File: config.mk
export PLATFORM = sky130hd
export DESIGN_NAME = bec_init_control
export DESIGN_NICKNAME = d
export VERILOG_FILES = /design/src/bec_pkg.sv /design/src/bec_serial_reader.sv /design/src/bec_init_control.sv
export SDC_FILE = /design/constraint.sdc
export NUM_CORES = 1
export LEC_CHECK = 0
export BUFFER_PORTS_ARGS = -buffer_cell sky130_fd_sc_hd__buf_2
export CAP_MARGIN = 20
export CORE_AREA = 10 10 150 152
export CTS_BUF_LIST = sky130_fd_sc_hd__clkbuf_8
export DETAILED_ROUTE_END_ITERATION = 10
export DIE_AREA = 0 0 160 162
export GPL_ROUTABILITY_DRIVEN = 0
export PLACE_DENSITY_LB_ADDON = 0.15
export SYNTH_ARGS = -nofsm -noshare
export SYNTH_HDL_FRONTEND = slang
export SYNTH_SLANG_ARGS = --single-unit
File: constraint.sdc
create_clock -name mclk -period 6.39 [get_ports mclk]
set_clock_uncertainty 0.15 [all_clocks]
set_input_delay 0.3195 -clock mclk [delete_from_list [all_inputs] [get_ports mclk]]
set_output_delay 0.3195 -clock mclk [all_outputs]
set_load 0.05 [all_outputs]
File: src/bec_pkg.sv
// ****************************************************************
// shared constants and types of the init control block
// ****************************************************************
package bec_pkg;

	// register placement and reset image
	localparam logic [7:0]  CTRL_OFFSET   = 8'h6C;
	localparam logic [31:0] CTRL_RESET    = 32'h0000767E;

	// field positions inside the control register
	localparam int CMD_DMA_RD_LSB = 0;
	localparam int CMD_DMA_WR_LSB = 4;
	localparam int CMD_DM_RD_LSB  = 8;
	localparam int CMD_DM_WR_LSB  = 12;
	localparam int CMD_W          = 4;
	localparam int GPO_BIT        = 16;
	localparam int GPI_BIT        = 17;
	localparam int EE_CLK_BIT     = 24;
	localparam int EE_CS_BIT      = 25;
	localparam int EE_DI_BIT      = 26;
	localparam int EE_DO_BIT      = 27;
	localparam int EE_PRESENT_BIT = 28;
	localparam int RELOAD_BIT     = 29;
	localparam int SOFT_RST_BIT   = 30;
	localparam int INIT_DONE_BIT  = 31;

	// byte lanes of the register
	localparam int LANE_CMD_LO = 0;
	localparam int LANE_CMD_HI = 1;
	localparam int LANE_GPIO   = 2;
	localparam int LANE_EE     = 3;

	// default image, word index is the byte offset divided by two
	localparam logic [7:0]  IMG_SP0_RANGE_HI = 8'h0A;
	localparam logic [7:0]  IMG_SP0_RANGE_LO = 8'h0B;
	localparam logic [7:0]  IMG_SP0_DESC_HI  = 8'h16;
	localparam logic [7:0]  IMG_SP0_DESC_LO  = 8'h17;
	localparam logic [7:0]  IMG_SP1_RANGE_HI = 8'h24;
	localparam logic [7:0]  IMG_SP1_RANGE_LO = 8'h25;
	localparam logic [7:0]  IMG_SP1_DESC_HI  = 8'h28;
	localparam logic [7:0]  IMG_SP1_DESC_LO  = 8'h29;
	localparam logic [7:0]  IMG_WORDS        = 8'h2C;
	localparam logic [31:0] DEF_SP0_RANGE    = {16'hFFFF, 16'hFE00};
	localparam logic [31:0] DEF_SP0_DESC     = {16'h4200, 16'h0143};
	localparam logic [31:0] DEF_SP1_RANGE    = {16'hFFFF, 16'hFFF0};
	localparam logic [31:0] DEF_SP1_DESC     = {16'h0000, 16'h01C1};
	localparam logic [15:0] BLANK_WORD       = 16'hFFFF;

	// serial memory read command: start bit then opcode
	localparam logic [2:0]  EE_READ_CMD  = 3'h6;
	localparam int          EE_ADDR_BITS = 6;
	localparam int          EE_WORD_W    = 16;

	// serial clock timing
	localparam int CLK_PERIOD_NS = 10;
	localparam int EE_HALF_NS    = 1000;
	localparam int EE_HALF_CYC   = (EE_HALF_NS + CLK_PERIOD_NS - 1) / CLK_PERIOD_NS;

	typedef struct packed {
		logic [3:0] dm_wr;
		logic [3:0] dm_rd;
		logic [3:0] dma_wr;
		logic [3:0] dma_rd;
	} bec_cmd_codes_t;

	typedef struct packed {
		logic [31:0] sp0_range;
		logic [31:0] sp0_desc;
		logic [31:0] sp1_range;
		logic [31:0] sp1_desc;
	} bec_local_cfg_t;

	typedef struct packed {
		logic sk;
		logic cs;
		logic di;
	} bec_ee_pins_t;

	typedef enum {BEC_IDLE, BEC_CMD, BEC_DATA} bec_rd_state_t;

endpackage

File: src/bec_serial_reader.sv
`timescale 1ns/1ns
// ****************************************************************
// sequential reader of the serial configuration memory
// ****************************************************************
module bec_serial_reader #(
	parameter int WORDS     = 44,
	parameter int ADDR_BITS = bec_pkg::EE_ADDR_BITS,
	parameter int HALF_CYC  = bec_pkg::EE_HALF_CYC
) (
	input  wire logic                      mclk,
	input  wire logic                      rstn,
	input  wire logic                      start,
	input  wire logic                      ee_do,
	output bec_pkg::bec_ee_pins_t          pins,
	output logic                           busy,
	output logic                           done,
	output logic                           word_valid,
	output logic [7:0]                     word_idx,
	output logic [bec_pkg::EE_WORD_W-1:0]  word_data
);
	localparam int CMD_BITS = 3 + ADDR_BITS;
	localparam int DIV_W    = $clog2(HALF_CYC + 1);
	localparam int CNT_W    = $clog2(CMD_BITS + bec_pkg::EE_WORD_W + 1);

	bec_pkg::bec_rd_state_t   state;
	logic [DIV_W-1:0]         div;
	logic                     tick;
	logic                     phase;
	logic [CNT_W-1:0]         bitcnt;
	logic [CMD_BITS-1:0]      cmd_sh;
	logic [bec_pkg::EE_WORD_W-1:0] data_sh;

	// half period enable of the serial clock
	assign tick = (div == DIV_W'(HALF_CYC - 1));

	always_ff @(posedge mclk or negedge rstn) begin
		if (!rstn) begin
			div <= '0;
		end else if (state == bec_pkg::BEC_IDLE || tick) begin
			div <= '0;
		end else begin
			div <= div + 1'b1;
		end
	end

	// command shift, data capture and word counting
	always_ff @(posedge mclk or negedge rstn) begin
		if (!rstn) begin
			state      <= bec_pkg::BEC_IDLE;
			phase      <= 1'b0;
			bitcnt     <= '0;
			cmd_sh     <= '0;
			data_sh    <= '0;
			pins       <= '0;
			done       <= 1'b0;
			word_valid <= 1'b0;
			word_idx   <= '0;
			word_data  <= '0;
		end else begin
			done       <= 1'b0;
			word_valid <= 1'b0;
			case (state)
				bec_pkg::BEC_IDLE: begin
					if (start) begin
						state    <= bec_pkg::BEC_CMD;
						cmd_sh   <= {bec_pkg::EE_READ_CMD, {ADDR_BITS{1'b0}}};
						pins.cs  <= 1'b1;
						pins.sk  <= 1'b0;
						pins.di  <= bec_pkg::EE_READ_CMD[2];
						phase    <= 1'b0;
						bitcnt   <= '0;
						word_idx <= '0;
					end
				end
				bec_pkg::BEC_CMD: begin
					if (tick) begin
						phase   <= ~phase;
						pins.sk <= ~phase; // memory takes di on the rising edge
						if (phase) begin
							cmd_sh  <= {cmd_sh[CMD_BITS-2:0], 1'b0};
							pins.di <= cmd_sh[CMD_BITS-2];
							if (bitcnt == CNT_W'(CMD_BITS - 1)) begin
								state  <= bec_pkg::BEC_DATA;
								bitcnt <= '0;
							end else begin
								bitcnt <= bitcnt + 1'b1;
							end
						end
					end
				end
				bec_pkg::BEC_DATA: begin
					if (tick) begin
						phase   <= ~phase;
						pins.sk <= ~phase;
						pins.di <= 1'b0;
						if (phase) begin
							data_sh <= {data_sh[bec_pkg::EE_WORD_W-2:0], ee_do}; // sample before falling edge
							if (bitcnt == CNT_W'(bec_pkg::EE_WORD_W - 1)) begin
								bitcnt     <= '0;
								word_valid <= 1'b1;
								word_data  <= {data_sh[bec_pkg::EE_WORD_W-2:0], ee_do};
								if (word_idx == 8'(WORDS - 1)) begin
									state   <= bec_pkg::BEC_IDLE;
									pins.cs <= 1'b0;
									done    <= 1'b1;
								end
							end else begin
								bitcnt <= bitcnt + 1'b1;
							end
						end
					end
					// index advances one cycle after the word is shown
					if (word_valid) begin
						word_idx <= word_idx + 1'b1;
					end
				end
				default: begin
					state <= bec_pkg::BEC_IDLE;
				end
			endcase
		end
	end

	assign busy = (state != bec_pkg::BEC_IDLE);

endmodule // bec_serial_reader

File: src/bec_init_control.sv
`timescale 1ns/1ns
// Summary of operation
// dma read cycles drive bits 3:0 code
// dma write cycles drive bits 7:4 code
// direct master reads drive bits 11:8 code
// direct master writes drive bits 15:12 code
// bit 16 drives the general output pin
// bit 17 reads the general input pin
// bit 24 drives the serial memory clock
// bit 25 drives the serial chip select
// bit 26 drives serial memory data input
// bit 27 reads serial memory data output
// bit 28 reports serial memory present
// writing 1 to clear bit 29 reloads
// bit 30 holds local side in reset
// only host access clears software reset
// bit 31 init done, else retry
// bypass pin low forces init done
// memory programmable by software bit banging
// default space 0 range ffff fe00
// default space 1 range and descriptor
// default space 0 descriptor 4200 0143
// register at 6Ch, never loaded
// software keeps select high, data before clock

// ****************************************************************
// control register, command codes and configuration loading
// ****************************************************************
module bec_init_control #(
	parameter int LOAD_WORDS = 44,
	parameter int HALF_CYC   = bec_pkg::EE_HALF_CYC
) (
	input  wire logic                   mclk,
	input  wire logic                   rstn,
	input  wire logic                   host_req,
	input  wire logic                   host_we,
	input  wire logic [7:0]             host_addr,
	input  wire logic [3:0]             host_be,
	input  wire logic [31:0]            host_wdata,
	output logic                        host_ack,
	output logic                        host_retry,
	output logic [31:0]                 host_rdata,
	input  wire logic                   cyc_dma_rd,
	input  wire logic                   cyc_dma_wr,
	input  wire logic                   cyc_dm_rd,
	input  wire logic                   cyc_dm_wr,
	output logic [3:0]                  pci_cmd,
	output logic                        general_purpose_output_pin,
	input  wire logic                   general_purpose_input_pin,
	output logic                        ee_sk,
	output logic                        ee_cs,
	output logic                        ee_di,
	input  wire logic                   ee_do,
	output logic                        local_reset_output_n,
	input  wire logic                   init_bypass_input_n,
	output bec_pkg::bec_local_cfg_t     local_cfg
);
	bec_pkg::bec_cmd_codes_t  codes;
	bec_pkg::bec_ee_pins_t    sw_pins;
	bec_pkg::bec_ee_pins_t    eng_pins;
	logic                     gpo;
	logic                     soft_reset;
	logic                     reload_busy;
	logic                     ee_present;
	logic                     init_done;
	logic                     init_done_eff;
	logic                     boot_pending;
	logic                     img_valid;
	logic                     start;
	logic                     eng_busy;
	logic                     eng_done;
	logic                     word_valid;
	logic [7:0]               word_idx;
	logic [15:0]              word_data;
	logic                     hit;
	logic                     wr;
	logic [31:0]              ctrl_view;

	// ****************************************************************
	// host access decode
	// ****************************************************************

	// bypass pin overrides the done flag
	assign init_done_eff = init_done | ~init_bypass_input_n;

	// register sits at one runtime offset, nothing else maps here
	assign hit = (host_addr == bec_pkg::CTRL_OFFSET);
	assign wr  = host_req & host_we & hit & init_done_eff;

	// byte lane test for write strobes
	function automatic logic lane(input logic [3:0] be, input int idx);
		lane = be[idx];
	endfunction

	// assembled read view of the control register
	always_comb begin
		ctrl_view = '0;
		ctrl_view[bec_pkg::CMD_DMA_RD_LSB +: bec_pkg::CMD_W] = codes.dma_rd;
		ctrl_view[bec_pkg::CMD_DMA_WR_LSB +: bec_pkg::CMD_W] = codes.dma_wr;
		ctrl_view[bec_pkg::CMD_DM_RD_LSB  +: bec_pkg::CMD_W] = codes.dm_rd;
		ctrl_view[bec_pkg::CMD_DM_WR_LSB  +: bec_pkg::CMD_W] = codes.dm_wr;
		ctrl_view[bec_pkg::GPO_BIT]        = gpo;
		ctrl_view[bec_pkg::GPI_BIT]        = general_purpose_input_pin;
		ctrl_view[bec_pkg::EE_CLK_BIT]     = sw_pins.sk;
		ctrl_view[bec_pkg::EE_CS_BIT]      = sw_pins.cs;
		ctrl_view[bec_pkg::EE_DI_BIT]      = sw_pins.di;
		ctrl_view[bec_pkg::EE_DO_BIT]      = ee_do;
		ctrl_view[bec_pkg::EE_PRESENT_BIT] = ee_present;
		ctrl_view[bec_pkg::RELOAD_BIT]     = reload_busy;
		ctrl_view[bec_pkg::SOFT_RST_BIT]   = soft_reset;
		ctrl_view[bec_pkg::INIT_DONE_BIT]  = init_done_eff;
	end

	// answer one cycle after the request, retry until init is done
	always_ff @(posedge mclk or negedge rstn) begin
		if (!rstn) begin
			host_ack   <= 1'b0;
			host_retry <= 1'b0;
			host_rdata <= '0;
		end else begin
			host_ack   <= host_req & init_done_eff;
			host_retry <= host_req & ~init_done_eff;
			if (host_req && !host_we && init_done_eff) begin
				host_rdata <= hit ? ctrl_view : '0;
			end
		end
	end

	// ****************************************************************
	// writable fields
	// ****************************************************************

	// command codes, reset value taken from the register image
	always_ff @(posedge mclk or negedge rstn) begin
		if (!rstn) begin
			codes <= bec_pkg::CTRL_RESET[15:0];
		end else if (wr) begin
			if (lane(host_be, bec_pkg::LANE_CMD_LO)) begin
				codes.dma_rd <= host_wdata[bec_pkg::CMD_DMA_RD_LSB +: bec_pkg::CMD_W];
				codes.dma_wr <= host_wdata[bec_pkg::CMD_DMA_WR_LSB +: bec_pkg::CMD_W];
			end
			if (lane(host_be, bec_pkg::LANE_CMD_HI)) begin
				codes.dm_rd <= host_wdata[bec_pkg::CMD_DM_RD_LSB +: bec_pkg::CMD_W];
				codes.dm_wr <= host_wdata[bec_pkg::CMD_DM_WR_LSB +: bec_pkg::CMD_W];
			end
		end
	end

	// general purpose output bit
	always_ff @(posedge mclk or negedge rstn) begin
		if (!rstn) begin
			gpo <= bec_pkg::CTRL_RESET[bec_pkg::GPO_BIT];
		end else if (wr && lane(host_be, bec_pkg::LANE_GPIO)) begin
			gpo <= host_wdata[bec_pkg::GPO_BIT];
		end
	end

	// bit banged serial memory pins, the way software programs it
	always_ff @(posedge mclk or negedge rstn) begin
		if (!rstn) begin
			sw_pins <= '0;
		end else if (wr && lane(host_be, bec_pkg::LANE_EE)) begin
			sw_pins.sk <= host_wdata[bec_pkg::EE_CLK_BIT];
			sw_pins.cs <= host_wdata[bec_pkg::EE_CS_BIT];
			sw_pins.di <= host_wdata[bec_pkg::EE_DI_BIT];
		end
	end

	// software reset, only this host port can set or clear it
	always_ff @(posedge mclk or negedge rstn) begin
		if (!rstn) begin
			soft_reset <= bec_pkg::CTRL_RESET[bec_pkg::SOFT_RST_BIT];
		end else if (wr && lane(host_be, bec_pkg::LANE_EE)) begin
			soft_reset <= host_wdata[bec_pkg::SOFT_RST_BIT];
		end
	end

	// ****************************************************************
	// configuration loading
	// ****************************************************************

	// first load after reset, then on request while no reload runs
	assign start = ~eng_busy & (boot_pending | (wr & lane(host_be, bec_pkg::LANE_EE)
		& host_wdata[bec_pkg::RELOAD_BIT] & ~reload_busy));

	always_ff @(posedge mclk or negedge rstn) begin
		if (!rstn) begin
			boot_pending <= 1'b1;
		end else if (start) begin
			boot_pending <= 1'b0;
		end
	end

	// reload flag reads 1 until the load completes
	always_ff @(posedge mclk or negedge rstn) begin
		if (!rstn) begin
			reload_busy <= bec_pkg::CTRL_RESET[bec_pkg::RELOAD_BIT];
		end else if (start && !boot_pending) begin
			reload_busy <= 1'b1;
		end else if (eng_done) begin
			reload_busy <= 1'b0;
		end
	end

	// local init completes when the first load ends
	always_ff @(posedge mclk or negedge rstn) begin
		if (!rstn) begin
			init_done <= bec_pkg::CTRL_RESET[bec_pkg::INIT_DONE_BIT];
		end else if (eng_done) begin
			init_done <= 1'b1;
		end
	end

	// a blank first word means no memory is fitted
	always_ff @(posedge mclk or negedge rstn) begin
		if (!rstn) begin
			ee_present <= bec_pkg::CTRL_RESET[bec_pkg::EE_PRESENT_BIT];
			img_valid  <= 1'b0;
		end else if (word_valid && word_idx == 8'h00) begin
			ee_present <= (word_data != bec_pkg::BLANK_WORD);
			img_valid  <= (word_data != bec_pkg::BLANK_WORD);
		end
	end

	// local configuration, the control register itself is never loaded
	always_ff @(posedge mclk or negedge rstn) begin
		if (!rstn) begin
			local_cfg.sp0_range <= bec_pkg::DEF_SP0_RANGE;
			local_cfg.sp0_desc  <= bec_pkg::DEF_SP0_DESC;
			local_cfg.sp1_range <= bec_pkg::DEF_SP1_RANGE;
			local_cfg.sp1_desc  <= bec_pkg::DEF_SP1_DESC;
		end else if (word_valid && img_valid) begin
			// upper word arrives first in each pair
			if (word_idx == bec_pkg::IMG_SP0_RANGE_HI) begin
				local_cfg.sp0_range[31:16] <= word_data;
			end else if (word_idx == bec_pkg::IMG_SP0_RANGE_LO) begin
				local_cfg.sp0_range[15:0] <= word_data;
			end else if (word_idx == bec_pkg::IMG_SP0_DESC_HI) begin
				local_cfg.sp0_desc[31:16] <= word_data;
			end else if (word_idx == bec_pkg::IMG_SP0_DESC_LO) begin
				local_cfg.sp0_desc[15:0] <= word_data;
			end else if (word_idx == bec_pkg::IMG_SP1_RANGE_HI) begin
				local_cfg.sp1_range[31:16] <= word_data;
			end else if (word_idx == bec_pkg::IMG_SP1_RANGE_LO) begin
				local_cfg.sp1_range[15:0] <= word_data;
			end else if (word_idx == bec_pkg::IMG_SP1_DESC_HI) begin
				local_cfg.sp1_desc[31:16] <= word_data;
			end else if (word_idx == bec_pkg::IMG_SP1_DESC_LO) begin
				local_cfg.sp1_desc[15:0] <= word_data;
			end
		end
	end

	bec_serial_reader #(
		.WORDS      (LOAD_WORDS),
		.ADDR_BITS  (bec_pkg::EE_ADDR_BITS),
		.HALF_CYC   (HALF_CYC)
	) u_reader (
		.mclk       (mclk),
		.rstn       (rstn),
		.start      (start),
		.ee_do      (ee_do),
		.pins       (eng_pins),
		.busy       (eng_busy),
		.done       (eng_done),
		.word_valid (word_valid),
		.word_idx   (word_idx),
		.word_data  (word_data)
	);

	// ****************************************************************
	// pins toward the board
	// ****************************************************************

	// loader owns the memory pins while busy, software otherwise
	always_ff @(posedge mclk or negedge rstn) begin
		if (!rstn) begin
			ee_sk <= 1'b0;
			ee_cs <= 1'b0;
			ee_di <= 1'b0;
		end else begin
			ee_sk <= eng_busy ? eng_pins.sk : sw_pins.sk;
			ee_cs <= eng_busy ? eng_pins.cs : sw_pins.cs;
			ee_di <= eng_busy ? eng_pins.di : sw_pins.di;
		end
	end

	// general output and local reset
	always_ff @(posedge mclk or negedge rstn) begin
		if (!rstn) begin
			general_purpose_output_pin <= 1'b0;
			local_reset_output_n       <= 1'b0;
		end else begin
			general_purpose_output_pin <= gpo;
			local_reset_output_n       <= ~soft_reset;
		end
	end

	// bus command for the current master cycle
	always_ff @(posedge mclk or negedge rstn) begin
		if (!rstn) begin
			pci_cmd <= '0;
		end else if (cyc_dma_rd) begin
			pci_cmd <= codes.dma_rd;
		end else if (cyc_dma_wr) begin
			pci_cmd <= codes.dma_wr;
		end else if (cyc_dm_rd) begin
			pci_cmd <= codes.dm_rd;
		end else if (cyc_dm_wr) begin
			pci_cmd <= codes.dm_wr;
		end
	end

endmodule // bec_init_control

# --- Word-level counts from Yosys, hierarchy flattened ---
# Index checks and enable logic that the tools add are counted.
# Widths: inputs -> output; s select.
classes:
  add_sub_neg: 3
  n_mul: 0
  n_div: 0
  order_cmp: 0
  n_eq_ne: 26
  n_shift: 0
  muxes: 57
  bitwise: 24
  n_reduce_logical: 41
op_table:
  columns: ["cell", "n"]
  rows:
  - ["$mux 32", 9]
  - ["$pmux 32 s3", 1]
  - ["$logic_not 32->1", 2]
  - ["$eq 8x6->1 const B", 5]
  - ["$mux 8", 5]
  - ["$mux 5", 7]
  - ["$eq 32x1->1 const B", 1]
  - ["$eq 32x2->1 const B", 1]
  - ["$pmux 8 s2", 2]
  - ["$reduce_bool 32->1", 1]
  - ["$mux 1", 21]
  - ["$ne 2x1->1 const B", 9]
  - ["$reduce_and 6->1", 3]
  - ["$eq 8x4->1 const B", 2]
  - ["$eq 8x5->1 const B", 2]
  - ["$mux 4", 4]
  - ["$ne 16x16->1 const B", 1]
  - ["$reduce_and 4->1", 4]
  - ["$reduce_and 8->1", 2]
  - ["$pmux 5 s3", 1]
  - ["$not 1->1", 13]
  - ["$reduce_and 3->1", 4]
  - ["$eq 5x4->1 const B", 2]
  - ["$reduce_and 5->1", 2]
  - ["other kinds (23)", 47]
word_totals:
  register_bits: 293
  latch_bits: 0
  ram_bits: 0
  rom_bits: 0
  in_bits: 55
  out_inout_bits: 171
  elab_cells: 194
  n_memories: 0

# --- Logic depth before layout (Yosys ltp) ---
depth:
  word_depth: 10
  depth_mapped: 9
  depth_no_buf: 9

# --- Modules after synthesis ---
# Synthesis repeated with hierarchy kept, for this count alone.
hier_totals:
  cells_unflattened: 711
  area_unflattened_um2: 10282.4
by_module_without_submodules:
  columns: ["mod", "n_inst", "cells_per_inst", "area_per_inst_um2", "seq_area_each_um2"]
  rows:
  - ["bec_init_control", 1, 471, 7498.4, 4845.9]
  - ["bec_serial_reader", 1, 240, 2783.9, 1501.4]

# --- Worst setup path after synthesis ---
# Ideal clock, no wire load.
synth_path:
  path_kind: "flip-flop to flip-flop"
  from: "register u_reader.word_idx[4]"
  to: "register local_cfg[10] (netlist name)"
  setup_time_ns: 0.125
  arrival_ns: 2.149
  t_required_ns: 6.115
  setup_slack_ns: 3.966
  path_stages_with_launch: 7
  path_buffers: 3
  synth_period_minus_slack_ns: 2.424
  path_cell_list: "dfrtp_1 > or4b_1 > buf_2 > or4b_4 > buf_6 > buf_12 > mux2_4"
synth_via:
  elab_chain_len: 3
  word_cells_on_any_way: 16
  classes_between: "eq/ne: 8; bitwise: 7; reduce/logical: 1"
synth_rtl:
  columns: ["item", "line_no", "source"]
  rows:
  - ["from (decl)", "bec_serial_reader.sv:18", "output logic [7:0] word_idx,"]
  - ["from (signal assigned)", "bec_serial_reader.sv:114", "word_idx <= word_idx + 1'b1;"]
  - ["$eq 8x6->1 (tied with other cells)", "bec_init_control.sv:246", "end else if (word_idx == bec_pkg::IMG_SP1_DESC_HI) begin"]
  - ["$not 1->1 (no line)", null, null]
  - ["$reduce_and 9->1 (no line) *", null, null]
  - ["to (decl)", "bec_init_control.sv:56", "output bec_pkg::bec_local_cfg_t local_cfg"]
# Every way passes the cells marked *; elsewhere a longest branch is shown, timed or not.
# A chain may end at the register's enable or synchronous reset.

# --- Worst setup path in the final report ---
layout_path:
  from: "register u_reader.word_idx[4]"
  to: "register local_cfg[62] (netlist name)"
layout_via:
  elab_chain_len: 3
  word_cells_on_any_way: 10
  classes_between: "eq/ne: 5; bitwise: 4; reduce/logical: 1"
layout_rtl:
  columns: ["item", "line_no", "source"]
  rows:
  - ["$eq 8x5->1 (tied with other cells)", "bec_init_control.sv:240", "end else if (word_idx == bec_pkg::IMG_SP0_DESC_LO) begin"]
  - ["$not 1->1 (no line)", null, null]
  - ["$reduce_and 6->1 (no line) *", null, null]
# Marked as above.

==> results.ini <==
[outcome]
status=completed

[floorplanning]
std_cell_rows=51
die_w_um=160
initial_core_util_pct=53.6
die_y_um=162
io_pins=226
dieArea_um2=25900
coreArea_um2=19400

[pwr]
switching_power_uw=692
pwr-share-seq_pct=51.0
cellPowerDensity_nw_per_um2=243
peakVddDrop_mv=0.188
power_mw=3.12
p_sw_share_pct=22.2
power_frac_clock_pct=46.4
power_frac_comb_pct=2.7
p_int_mw=2.43
p_leak_nw=6.70

[worst_setup_path]
cp_max_fo=16
arrival_ns=3.14
critPathRequiredTime_ns=6.70
startpoint_type=register
crit_path_end_kind=register
path_class=register to register

[detailed_routing]
drt_iter0_markers=332
drc=0
viasPerCell=5.24
firstDrtPassIters=4
antenna_left=0
wirelength_mm=24.7
via_count=6744
route.detailed.wl_per_inst_um=19.2

[grt]
grt_pass1_vias=7289
grt_overflow=0
antenna_found_initial=0
grt_max_degree=163
grt_pass1_wl_mm=40.1
grt.total_usage_pct=18.8

[yosys]
synth_edf_count=0
ys_ff_latch=250
yosysWarnings=0
synthCells=745
async_flop_share_pct=100
synth-main-ff-cell=dfrtp_1
ys_top_cells_by_count=dfrtp_1, mux2_2, dfstp_2
avgSynthCellArea_um2=13.9
synth_cell_types=60
synth.area.top_cells=dfrtp_1, mux2_2, dfstp_2, a22o_1, ha_1
yosysTopAreaCellShare_pct=42.6
synthesis.area_um2=10400
synth_area_leader_cell=dfrtp_1
seq_area_frac_synth_pct=61.1
synth_most_common_cell=dfrtp_1

[cts]
cts_sinks=250
ctsResizeCount=0
cts_tree=done
clk_latency_ns=0.54
cts-root-buf=clkbuf_8
holdBufCountCts=29
h-tree-depth=2
clk_pin_slew_ns=0.06
clockBufferDepth=3
numCtsBuffers=42
post-cts-setup-buffers=0

[cells_and_area]
antenna_cells=0
ff_latch_area_um2=6350
area_growth_pct=23.5
drive_above_1_share_pct=53.4
nNetsFinal=1056
multi_input_area_um2=3740
stdcell_area_um2=12800
fin_util_pct=66.2
fillers=1495

[placed_design]
placed_area_um2=11600
io_buffers=209
hpwl_mm=16.5

[sta]
hold_violations=0
slew_headroom_pct=25.8
fin_tns_setup_ns=0
grt_setup_unrepaired=no
fin_crit_sh_pct=44.2
finalSetupViolCount=0
layout_min_cycle_time_ns=2.82
slew_viol_final=0
fmax_mhz=354
tightest_slew_ns=1.11

[job]
maxCapViolations=0

[worst_hold_path]
hold_path.class=primary input to register

## registers in the layout, indices dropped and copies added, names as in the netlist, 4 cells and up
name and cells:
local_cfg 128, host_rdata 26, codes 16, u_reader.word_data 16, u_reader.data_sh 15, u_reader.word_idx 8
u_reader.div 7, u_reader.bitcnt 5, pci_cmd 4
## final cells by class
| type | count | area share (%) |
|---|---|---|
| Timing Repair Buffer | 246 | 11.3 |
| Clock buffer | 55 | 5.90 |
| Multi-Input combinational cell | 428 | 29.2 |
| Tap cell | 265 | 2.58 |
| Sequential cell | 250 | 49.5 |
| Clock inverter | 22 | 0.975 |
| Inverter | 20 | 0.585 |
## routing by layer
metal	GRT usage, %	share of wire, %	up-vias
met5	0	0	-
met4	4.76	0.88	0
met3	5.81	6.5	22
met2	31.5	50	161
met1	23.4	42	3418
li1	-	-	3143
## worst max-delay path: stages (launching register included)
cell and delay [ns]:
dfrtp_1 0.45, or4b_1 0.71, inv_1 0.10, nand2_1 0.08, nor2_2 0.84, mux2_2 0.42
## logic make-up (layout without fill, tap and decap cells)
family / after synthesis / after routing / share of synthesized area [%]
AO/OA/AOI/OAI: 84 / 84 / 5.78
XOR/XNOR: 5 / 5 / 0.422
adder cells (fa/ha/maj): 13 / 13 / 1.57
buffers and inverters: 72 / 343 / 3.17
flip-flops: 250 / 250 / 61.1
multiplexers: 196 / 196 / 21.4
other: 1 / 6 / 0.0361
AND/OR/NAND/NOR: 124 / 124 / 6.50
## final timing paths
check / from / endpoint / slack (ns) / cells after the start
setup / recovery: u_reader.word_idx[4] / local_cfg[62] / 3.57 / 5
hold / removal: cyc_dma_rd / pci_cmd[1] / 0.06 / 3
setup reg to reg: u_reader.word_idx[4] / local_cfg[62] / 3.57 / 5
hold reg to reg: gpo / general_purpose_output_pin / 0.27 / 0
max in group asynchronous: rstn / local_cfg[92] / 4.62 / 3
min in group asynchronous: rstn / host_rdata[14] / 0.20 / 2
## power groups by stage
| stage | sequential, mW | clock, mW | combinational, mW |
|---|---|---|---|
| 2_1_floorplan | 1.62 | 0 | 0.0202 |
| 3_3_place_gp | 1.62 | 0 | 0.0713 |
| 3_5_place_dp | 1.62 | 0 | 0.0713 |
| 4_1_cts | 1.59 | 1.49 | 0.0849 |
| 5_1_grt | 1.59 | 1.57 | 0.0935 |
| 6_report | 1.59 | 1.45 | 0.0840 |
## through the flow
stage               hold slack (ns)  cells  setup WS, ns
floorplan                    -0.126    750          3.97
global placement              0.217   1177          3.26
detailed placement            0.215   1178          3.52
CTS                          0.0233   1284          3.52
global route                 0.0825   1286          3.44
finish                       0.0560   1286          3.57
## layout by cell type (no fill, tap or decap), types with 12 or more instances in the layout
master / instances
a21oi_1: 13
a22o_1: 25
buf_2: 208
clkbuf_8: 55
dfrtp_1: 177
dfstp_2: 73
dlygate4sd3_1: 29
ha_1: 13
inv_1: 35
mux2_2: 173
mux2i_1: 13
nand2_1: 33
nand3_1: 12
nor2_1: 24
o21ai_0: 22
Note: power is estimated with default switching activity, not from simulation.
